--- src/design/adc_fmt_cfg.svh ---
`ifndef ADC_FMT_CFG_SVH
`define ADC_FMT_CFG_SVH

// register byte offsets
`define OFS_CONTROL 12'h000
`define OFS_RES_HIGH 12'h004
`define OFS_RES_LOW 12'h008
`define OFS_ANALOG_SEL 12'h00C
`define OFS_IRQ_EN 12'h010
`define OFS_IRQ_FLAGS 12'h014
`define OFS_IRQ_CLEAR 12'h018

// converter_control fields
`define CTL_ALIGN_BIT 7
`define CTL_REF_BIT 6
`define CTL_CHAN_HI 3
`define CTL_CHAN_LO 2
`define CTL_GO_BIT 1
`define CTL_PWR_BIT 0
`define CTL_RW_MASK 8'hCF

// analog_select_and_clock fields
`define ASEL_CLK_HI 6
`define ASEL_CLK_LO 4
`define ASEL_PIN_HI 3
`define ASEL_PIN_LO 0
`define ASEL_RW_MASK 8'h7F

// irq bit for conversion done
`define IRQ_DONE_BIT 6

// reset values
`define RST_CONTROL 8'h00
`define RST_ANALOG_SEL 8'h0F
`define RST_IRQ_EN 8'h00
`define RST_IRQ_FLAGS 8'h00

// result width and sar timing
`define RESULT_BITS 10
`define TAD_CNT_W 7

`endif

--- src/design/adc_fmt_pkg.sv ---
package adc_fmt_pkg;
  typedef logic [7:0] byte_reg_t;
  typedef logic [9:0] result_t;
  typedef struct packed {
    byte_reg_t high;
    byte_reg_t low;
  } result_pair_t;
  typedef enum logic [2:0] {
    seq_idle = 3'b001,
    seq_conv = 3'b010,
    seq_done = 3'b100
  } seq_state_t;
endpackage

--- src/design/conv_if.sv ---
`timescale 1ns/1ps
interface conv_link;
  import adc_fmt_pkg::*;
  logic start;
  logic abort;
  logic power;
  logic [2:0] clk_sel;
  logic busy;
  logic done;
  result_t result;
  result_t dac_code;
  logic sample_en;
  logic cmp_high;
  modport ctrl (
    output start, abort, power, clk_sel, cmp_high,
    input busy, done, result, dac_code, sample_en
  );
  modport seq (
    input start, abort, power, clk_sel, cmp_high,
    output busy, done, result, dac_code, sample_en
  );
endinterface

--- src/design/conv_sequencer.sv ---
`timescale 1ns/1ps
`include "adc_fmt_cfg.svh"
module conv_sequencer (
  input wire logic clk,
  input wire logic reset_n,
  conv_link.seq link
);
  import adc_fmt_pkg::*;

  // =========================================
  // conversion clock period
  // =========================================
  function automatic logic [`TAD_CNT_W-1:0] tad_last(input logic [2:0] sel);
    logic [`TAD_CNT_W:0] span;
    span = (`TAD_CNT_W+1)'(1) << sel;
    tad_last = span[`TAD_CNT_W-1:0] - `TAD_CNT_W'(1);
  endfunction

  seq_state_t state;
  logic [`TAD_CNT_W-1:0] tad_cnt;
  logic [3:0] bit_idx;
  logic tad_end;

  assign tad_end = (tad_cnt == tad_last(link.clk_sel));

  // =========================================
  // successive approximation
  // =========================================
  always_ff @(posedge clk or negedge reset_n) begin
    if (!reset_n) begin
      state <= seq_idle;
      tad_cnt <= '0;
      bit_idx <= 4'h0;
      link.dac_code <= '0;
      link.result <= '0;
      link.done <= 1'b0;
      link.busy <= 1'b0;
    end else begin
      link.done <= 1'b0;
      unique case (state)
        seq_idle: begin
          tad_cnt <= '0;
          if (link.start && link.power) begin
            state <= seq_conv;
            link.busy <= 1'b1;
            bit_idx <= 4'd9;
            link.dac_code <= 10'h200;
          end
        end
        seq_conv: begin
          if (link.abort || !link.power) begin
            state <= seq_idle;
            link.busy <= 1'b0;
          end else if (tad_end) begin
            tad_cnt <= '0;
            if (!link.cmp_high) begin
              link.dac_code[bit_idx] <= 1'b0;
            end
            if (bit_idx == 4'd0) begin
              state <= seq_done;
            end else begin
              link.dac_code[bit_idx - 4'd1] <= 1'b1;
              bit_idx <= bit_idx - 4'd1;
            end
          end else begin
            tad_cnt <= tad_cnt + `TAD_CNT_W'(1);
          end
        end
        seq_done: begin
          link.result <= link.dac_code;
          link.done <= 1'b1;
          link.busy <= 1'b0;
          state <= seq_idle;
        end
      endcase
    end
  end

  // hold capacitor reconnects after conversion, never discharged
  always_ff @(posedge clk or negedge reset_n) begin
    if (!reset_n) begin
      link.sample_en <= 1'b0;
    end else begin
      link.sample_en <= link.power && (state == seq_idle) && !link.start;
    end
  end
endmodule

--- src/design/adc_result_format_ctrl.sv ---
// Contract
// - left align: result 9..2 into high byte
// - left align: result 1..0 low bits 7..6
// - right align: result 9..8 high bits 1..0
// - right align: result 7..0 into low byte
// - result bytes undefined at power-on, kept otherwise
// - hold capacitor never discharged after conversion
// - go set starts, device clears at end
// - done flag set at end, software clears
`timescale 1ns/1ps
`include "adc_fmt_cfg.svh"
module adc_result_format_ctrl #(
  parameter int ADDR_W = 12,
  parameter int RESULT_W = `RESULT_BITS
) (
  input wire logic clk,
  input wire logic reset_n,
  input wire logic psel,
  input wire logic penable,
  input wire logic pwrite,
  input wire logic [ADDR_W-1:0] paddr,
  input wire logic [31:0] pwdata,
  input wire logic [3:0] pstrb,
  output logic [31:0] prdata,
  output logic pready,
  output logic pslverr,
  input wire logic cmp_high,
  output adc_fmt_pkg::result_t dac_code,
  output logic sample_en,
  output logic [1:0] input_channel_sel,
  output logic ref_source_sel,
  output logic [3:0] analog_pin_sel,
  output logic irq
);
  import adc_fmt_pkg::*;

  // =========================================
  // elaboration checks
  // =========================================
  generate
    if (RESULT_W != 10) begin : g_bad_width
      $error("result width must be 10");
    end
    if (ADDR_W < 5) begin : g_bad_addr
      $error("address width too small for register map");
    end
    if (`TAD_CNT_W < 7) begin : g_bad_tad
      $error("conversion clock counter too narrow");
    end
  endgenerate

  // =========================================
  // result formatting
  // =========================================
  function automatic result_pair_t format_result(input result_t res, input logic align_right);
    result_pair_t pair;
    if (align_right) begin
      pair.high = {6'b00_0000, res[9:8]};
      pair.low = res[7:0];
    end else begin
      pair.high = res[9:2];
      pair.low = {res[1:0], 6'b00_0000};
    end
    format_result = pair;
  endfunction

  // unimplemented and hardware-owned bits are masked out of writes
  function automatic byte_reg_t merge_byte(input byte_reg_t old, input logic [7:0] wdata,
                                           input logic lane, input byte_reg_t mask);
    merge_byte = lane ? ((old & ~mask) | (wdata & mask)) : old;
  endfunction

  // =========================================
  // registers and link
  // =========================================
  conv_link link ();

  byte_reg_t converter_control;
  byte_reg_t analog_select_and_clock;
  byte_reg_t peripheral_irq_enable;
  byte_reg_t peripheral_irq_flags;
  byte_reg_t result_high_byte;
  byte_reg_t result_low_byte;
  result_pair_t formatted;

  logic setup;
  logic access;
  logic wr_en;
  logic rd_en;
  logic lane0;
  logic [ADDR_W-1:0] addr_word;
  logic hit_control;
  logic hit_res_high;
  logic hit_res_low;
  logic hit_analog_sel;
  logic hit_irq_en;
  logic hit_irq_flags;
  logic hit_irq_clear;
  logic hit_any;
  logic bad_access;
  logic go_write_set;
  logic go_write_clear;
  logic conv_done;
  logic result_align_sel;
  logic converter_power_on;
  logic go_flag;
  logic [2:0] conv_clock_sel;
  byte_reg_t next_rdata;
  logic next_irq;

  assign result_align_sel = converter_control[`CTL_ALIGN_BIT];
  assign converter_power_on = converter_control[`CTL_PWR_BIT];
  assign go_flag = converter_control[`CTL_GO_BIT];
  assign conv_clock_sel = analog_select_and_clock[`ASEL_CLK_HI:`ASEL_CLK_LO];

  // =========================================
  // apb decode
  // =========================================
  assign setup = psel && !penable;
  // access ends once pready has been raised
  assign access = psel && penable && !pready;
  // only the low byte lane carries data
  assign lane0 = pstrb[0];
  assign addr_word = {paddr[ADDR_W-1:2], 2'b00};
  assign hit_control = (addr_word == ADDR_W'(`OFS_CONTROL));
  assign hit_res_high = (addr_word == ADDR_W'(`OFS_RES_HIGH));
  assign hit_res_low = (addr_word == ADDR_W'(`OFS_RES_LOW));
  assign hit_analog_sel = (addr_word == ADDR_W'(`OFS_ANALOG_SEL));
  assign hit_irq_en = (addr_word == ADDR_W'(`OFS_IRQ_EN));
  assign hit_irq_flags = (addr_word == ADDR_W'(`OFS_IRQ_FLAGS));
  assign hit_irq_clear = (addr_word == ADDR_W'(`OFS_IRQ_CLEAR));
  assign hit_any = hit_control || hit_res_high || hit_res_low || hit_analog_sel ||
                   hit_irq_en || hit_irq_flags || hit_irq_clear;
  // flags read-only, clear write-only
  assign bad_access = !hit_any || (pwrite && hit_irq_flags) || (!pwrite && hit_irq_clear);
  assign wr_en = access && pwrite && !bad_access;
  assign rd_en = access && !pwrite && !bad_access;

  // an access counts only after its own setup cycle
  logic setup_seen;
  always_ff @(posedge clk or negedge reset_n) begin
    if (!reset_n) begin
      setup_seen <= 1'b0;
    end else begin
      setup_seen <= setup;
    end
  end

  // =========================================
  // register strobes
  // =========================================
  function automatic logic strobe(input logic qualify, input logic seen, input logic hit,
                                  input logic lane);
    strobe = qualify && seen && hit && lane;
  endfunction

  // one strobe per register, high in the access cycle that ends at the edge that raises pready
  logic rd_take;
  logic wr_control;
  logic wr_res_high;
  logic wr_res_low;
  logic wr_analog_sel;
  logic wr_irq_en;
  logic wr_irq_clear;

  assign rd_take = strobe(rd_en, setup_seen, 1'b1, 1'b1);
  assign wr_control = strobe(wr_en, setup_seen, hit_control, 1'b1);
  assign wr_res_high = strobe(wr_en, setup_seen, hit_res_high, lane0);
  assign wr_res_low = strobe(wr_en, setup_seen, hit_res_low, lane0);
  assign wr_analog_sel = strobe(wr_en, setup_seen, hit_analog_sel, 1'b1);
  assign wr_irq_en = strobe(wr_en, setup_seen, hit_irq_en, lane0);
  assign wr_irq_clear = strobe(wr_en, setup_seen, hit_irq_clear, lane0);

  // access completes one cycle after it opens
  always_ff @(posedge clk or negedge reset_n) begin
    if (!reset_n) begin
      pready <= 1'b0;
      pslverr <= 1'b0;
    end else begin
      pready <= access && setup_seen;
      pslverr <= access && setup_seen && bad_access;
    end
  end

  // read mux
  always_comb begin
    next_rdata = 8'h00;
    unique case (1'b1)
      hit_control: next_rdata = converter_control;
      hit_res_high: next_rdata = result_high_byte;
      hit_res_low: next_rdata = result_low_byte;
      hit_analog_sel: next_rdata = analog_select_and_clock;
      hit_irq_en: next_rdata = peripheral_irq_enable;
      hit_irq_flags: next_rdata = peripheral_irq_flags;
      default: next_rdata = 8'h00;
    endcase
  end

  always_ff @(posedge clk or negedge reset_n) begin
    if (!reset_n) begin
      prdata <= 32'h0000_0000;
    end else if (rd_take) begin
      prdata <= {24'h00_0000, next_rdata};
    end else begin
      // read data stands for the completion cycle only
      prdata <= 32'h0000_0000;
    end
  end

  // =========================================
  // converter control
  // =========================================
  assign go_write_set = wr_control && lane0 &&
                        pwdata[`CTL_GO_BIT] && pwdata[`CTL_PWR_BIT];
  assign go_write_clear = wr_control && lane0 && !pwdata[`CTL_GO_BIT];
  assign conv_done = link.done;

  always_ff @(posedge clk or negedge reset_n) begin
    if (!reset_n) begin
      converter_control <= `RST_CONTROL;
    end else begin
      if (wr_control) begin
        converter_control <= merge_byte(converter_control, pwdata[7:0], lane0,
                                        `CTL_RW_MASK & ~8'h02);
      end
      // software set beats the hardware clear
      if (go_write_set) begin
        converter_control[`CTL_GO_BIT] <= 1'b1;
      end else if (go_write_clear || conv_done) begin
        converter_control[`CTL_GO_BIT] <= 1'b0;
      end
    end
  end

  always_ff @(posedge clk or negedge reset_n) begin
    if (!reset_n) begin
      analog_select_and_clock <= `RST_ANALOG_SEL;
    end else if (wr_analog_sel) begin
      analog_select_and_clock <= merge_byte(analog_select_and_clock, pwdata[7:0], lane0,
                                            `ASEL_RW_MASK);
    end
  end

  // =========================================
  // result bytes
  // =========================================
  // alignment is taken at completion, not at start
  assign formatted = format_result(link.result, result_align_sel);

  // no reset: undefined at power-up, untouched by reset_n
  always_ff @(posedge clk) begin
    if (conv_done) begin
      result_high_byte <= formatted.high;
      result_low_byte <= formatted.low;
    end else begin
      // a completing conversion overrides a software write
      if (wr_res_high) begin
        result_high_byte <= pwdata[7:0];
      end
      if (wr_res_low) begin
        result_low_byte <= pwdata[7:0];
      end
    end
  end

  // =========================================
  // interrupt flags
  // =========================================
  always_ff @(posedge clk or negedge reset_n) begin
    if (!reset_n) begin
      peripheral_irq_enable <= `RST_IRQ_EN;
    end else if (wr_irq_en) begin
      peripheral_irq_enable <= pwdata[7:0];
    end
  end

  always_ff @(posedge clk or negedge reset_n) begin
    if (!reset_n) begin
      peripheral_irq_flags <= `RST_IRQ_FLAGS;
    end else begin
      // write one to clear
      if (wr_irq_clear) begin
        peripheral_irq_flags <= peripheral_irq_flags & ~pwdata[7:0];
      end
      // set wins over a clear in the same cycle
      if (conv_done) begin
        peripheral_irq_flags[`IRQ_DONE_BIT] <= 1'b1;
      end
    end
  end

  always_comb begin
    next_irq = |(peripheral_irq_flags & peripheral_irq_enable);
  end

  always_ff @(posedge clk or negedge reset_n) begin
    if (!reset_n) begin
      irq <= 1'b0;
    end else begin
      irq <= next_irq;
    end
  end

  // =========================================
  // sequencer link
  // =========================================
  // held off while a result lands, so go cannot retrigger
  assign link.start = go_flag && !link.busy && !conv_done;
  // go cleared by software: abort with no result
  assign link.abort = !go_flag;
  assign link.power = converter_power_on;
  assign link.clk_sel = conv_clock_sel;
  assign link.cmp_high = cmp_high;

  conv_sequencer u_seq (
    .clk(clk),
    .reset_n(reset_n),
    .link(link)
  );

  assign dac_code = link.dac_code;
  assign sample_en = link.sample_en;

  // =========================================
  // analog steering outputs
  // =========================================
  // steering follows the registers one cycle late
  always_ff @(posedge clk or negedge reset_n) begin
    if (!reset_n) begin
      input_channel_sel <= 2'h0;
      ref_source_sel <= 1'b0;
      analog_pin_sel <= 4'hF;
    end else begin
      input_channel_sel <= converter_control[`CTL_CHAN_HI:`CTL_CHAN_LO];
      ref_source_sel <= converter_control[`CTL_REF_BIT];
      analog_pin_sel <= analog_select_and_clock[`ASEL_PIN_HI:`ASEL_PIN_LO];
    end
  end
endmodule

--- config.mk ---
export PLATFORM = sky130hd
export DESIGN_NAME = adc_result_format_ctrl
export DESIGN_NICKNAME = d
export VERILOG_FILES = /design/src/design/adc_fmt_pkg.sv /design/src/design/conv_if.sv /design/src/design/conv_sequencer.sv /design/src/design/adc_result_format_ctrl.sv
export VERILOG_INCLUDE_DIRS = /design/src /design/src/design
export SDC_FILE = /design/constraint.sdc
export NUM_CORES = 1
export LEC_CHECK = 0
export ABC_AREA = 0
export BUFFER_PORTS_ARGS = -buffer_cell sky130_fd_sc_hd__clkbuf_2
export CORE_MARGIN = 1.5
export CORE_UTILIZATION = 55
export DETAILED_ROUTE_END_ITERATION = 8
export GPL_TIMING_DRIVEN = 1
export PLACE_DENSITY = 0.9
export SYNTH_ARGS = -nofsm -noshare
export SYNTH_HDL_FRONTEND = slang
export SYNTH_SLANG_ARGS = --single-unit
--- constraint.sdc ---
create_clock -name clk -period 4 [get_ports clk]
set_input_delay 0.8 -clock clk [delete_from_list [all_inputs] [get_ports clk]]
set_output_delay 0.8 -clock clk [all_outputs]
set_load 0.05 [all_outputs]
==> impl_metrics.csv <==
group,metric,value,unit
sta,setup_viol,0,
clock_tree,cts_sinks,101,
sta,fmax,295,MHz
logic_synthesis,synth_area,5150,µm²
logic_synthesis,yosysWarnings,0,
layout,final_nets,594,
layout,diodes,0,
setup_path,crit_fanout,15,
min_path,holdPathEnd,"analog_pin_sel[3]",
floorplan,coreArea,9150,µm²
placed_design,hpwl,7900,µm
routing,drt-vias-per-instance,5.97,
routing,route.met3.wl,810,µm
min_path,min_path_cells,0,
layout,fillerInstances,760,
setup_path,cp-start-kind,"register",
power,power.leakage,2.46,nW
setup_path,critPathCaptureType,"register",
floorplan,initial_core_util,56.3,%
sta,worst_slack,612,ps
routing,drt-pass1-iter-count,5,
power,seqPwrFrac,56.2,%
placed_design,io_buffer_count,53,
global_route,grt_pass1_wl,19100,µm
logic_synthesis,synth_top_area_cell,"dfrtp_1",
run_status,status,"finished, final reports clean",
global_route,antenna_found_initial,0,
clock_tree,cts-root-buf,"clkbuf_8",
logic_synthesis,ys_ff_latch,101,
power,p_sw,488,µW
sta,finClkSkew,13.4,ps
setup_path,r2r_cells,8,
routing,routedLengthMet1,4490,µm
logic_synthesis,postSynthCellCount,492,
routing,drtIter0Drc,293,
clock_tree,cts_buffers,9,
global_route,gr-total-overflow,0,
power,internal_power,1.37,mW
placed_design,postPlaceCellArea,5360,µm²
clock_tree,htree_levels,3,
floorplan,row_count,35,
setup_path,rr_endpoint,"u_seq.bit_idx[0]",
min_path,min_from,"analog_select_and_clock[3]",
setup_path,reg2reg_from,"analog_select_and_clock[6]",
global_route,grt_max_degree,86,
run,maxCapViolations,0,
layout,register_area,2620,µm²
routing,drt_wl_total,11200,µm
logic_synthesis,syn-mean-instance-area,10.5,µm²
sta,setup_tns,0,ps
floorplan,fp.dieArea,9960,µm²
logic_synthesis,synth_area_leaders,"dfrtp_1 37%, edfxtp_1 9.3%, mux2_2 6.6%",
setup_path,reg2reg_slack,610,ps
power,power.share.clock,37.3,%
setup_path,startpoint,"analog_select_and_clock[6]",
clock_tree,clock_path_buffers,2,
routing,drc,0,
global_route,globalRouteTotalUtil,24.4,%
global_route,grt_pass1_vias,3798,
sta,min_period,3390,ps
logic_synthesis,ys_async_sr_fraction,84.2,%
clock_tree,post_cts_resized,0,
logic_synthesis,synth-edff-count,16,
power,p_per_area,334,nW/µm²
logic_synthesis,synth_flop_cell,"dfrtp_1",
routing,wl_met2,5600,µm
routing,wl_per_cell,17.2,µm
sta,slew_viol_final,0,
clock_tree,cts_tree,"done",
routing,num_vias,3872,
logic_synthesis,yosys.area.top_type_share,36.9,%
sta,hold_ws,382,ps
sta,hold_violations,0,
setup_path,cp.arrival,3700,ps
setup_path,critPathKind,"register to register",
clock_tree,post_cts_buffers,0,
sta,slew-limit-headroom,30.6,%
placed_design,pre_cts_ws,693,ps
power,power_frac_comb,6.5,%
clock_tree,cts.clk_slew.worst_paths,110,ps
routing,detail-route-antenna-nets,0,
layout,final_cells,649,
layout,area_growth,8.11,%
min_path,hp-class,"register to register",
clock_tree,clock_latency,380,ps
routing,top_layer,"met4",
sta,worstMarginPinSlew,1040,ps
layout,drive_gt1_share,23.4,%
floorplan,die_h,99.8,µm
placed_design,place_inst,633,
clock_tree,postCtsHoldBufs,0,
floorplan,num_io_pins,107,
floorplan,die_w,99.8,µm
placed_design,gp_congestion,0.880,
power,p_total,1.86,mW
sta,post-route-period-util,84.7,%
layout,design_area,5570,µm²
power,ir_worst_vdd,0.168,mV
power,switching_share,26.2,%
logic_synthesis,synth_cell_types,64,
logic_synthesis,seq_area_frac_synth,50.8,%
sta,rsz0062_at_grt,"no",
setup_path,required,4310,ps
layout,final_util,60.9,%
layout,multi_input_area,2290,µm²
[cell usage in the layout (no fill, tap or decap), drive strengths merged, types with 4 or more instances in the layout]
cell and instances:
dfrtp 76, clkbuf 61, nand2 59, nor2 37, mux2 30, o21ai 29
conb 24, nand3 23, a21oi 18, edfxtp 16, mux2i 15, inv 14
nand2b 11, o211ai 10, a22oi 9, dfstp 9, nor2b 8, a21boi 8
nor3 8, ha 7, a221oi 5, nand4 5, xor2 5, o22ai 4
xnor2 4
[final cells by class]
| class | instances | share of cell area (%) |
|---|---|---|
| Sequential cell | 101 | 47.0 |
| Multi-Input combinational cell | 357 | 41.0 |
| Timing Repair Buffer | 55 | 5.07 |
| Tap cell | 111 | 2.49 |
| Clock buffer | 9 | 2.22 |
| Clock inverter | 7 | 1.57 |
| Inverter | 9 | 0.606 |
[cell families after synthesis]
| kind of cell | Yosys count | synth area share (%) |
|---|---|---|
| flops | 101 | 50.8 |
| mux | 46 | 9.90 |
| buf+inv | 57 | 6.50 |
| fa+ha+maj | 7 | 1.70 |
| compound gates | 98 | 12.9 |
| other cells | 1 | 0.0727 |
| xor+xnor | 9 | 1.53 |
| simple gates | 173 | 16.6 |
[power by group through the flow]
stage                     Sequential (mW)  Combinational (mW)  Clock (mW)
after global placement               1.07               0.118           0
after CTS                            1.05               0.122       0.708
after global routing                 1.05               0.133       0.750
final                                1.05               0.121       0.695
after floorplan                      1.07              0.0950           0
after detailed placement             1.07               0.121           0
[per-layer routing]
layer,track usage (%),vias up
met5,0,-
met4,9.64,0
met3,4.53,25
met2,41.1,173
met1,31.4,1887
li1,-,1787
[cells in the mapped netlist (7+ instances only)]
master,number
a21boi_0,8
nand2_1,59
clkbuf_1,16
nor2_1,37
nand3_1,23
dfstp_2,9
o21ai_0,27
dfrtp_1,76
edfxtp_1,16
nor3_1,7
inv_1,9
buf_4,25
mux2i_1,15
mux2_2,30
nor2b_1,8
nand2b_1,10
a21oi_1,18
ha_1,7
a22oi_1,9
[how the worst max path moves through the flow]
stage	endpoint	slack [ps]	depth (start not counted)
floorplan	u_seq.link.dac_code[9]	1220	12
global placement	u_seq.bit_idx[0]	770	8
detailed placement	u_seq.bit_idx[0]	690	8
CTS	u_seq.bit_idx[0]	670	8
global route	u_seq.bit_idx[0]	490	8
finish	u_seq.bit_idx[0]	610	8
[registers in the layout, summed over array words and instances, names as in the netlist, 6 cells and up]
| signal | flops |
|---|---|
| u_seq.link.dac_code | 10 |
| u_seq.link.result | 10 |
| peripheral_irq_enable | 8 |
| peripheral_irq_flags | 8 |
| prdata | 8 |
| result_high_byte | 8 |
| result_low_byte | 8 |
| analog_select_and_clock | 7 |
| u_seq.tad_cnt | 7 |
| converter_control | 6 |
[critical path, stage by stage, from the launching register on]
cell and delay (ps):
dfrtp_1 540, or3_1 430, ha_1 320, nor2b_1 170
mux4_2 450, a31oi_1 400, or3_1 580, nand2b_4 250
mux2i_1 170
(Power assumes the default switching activity.)
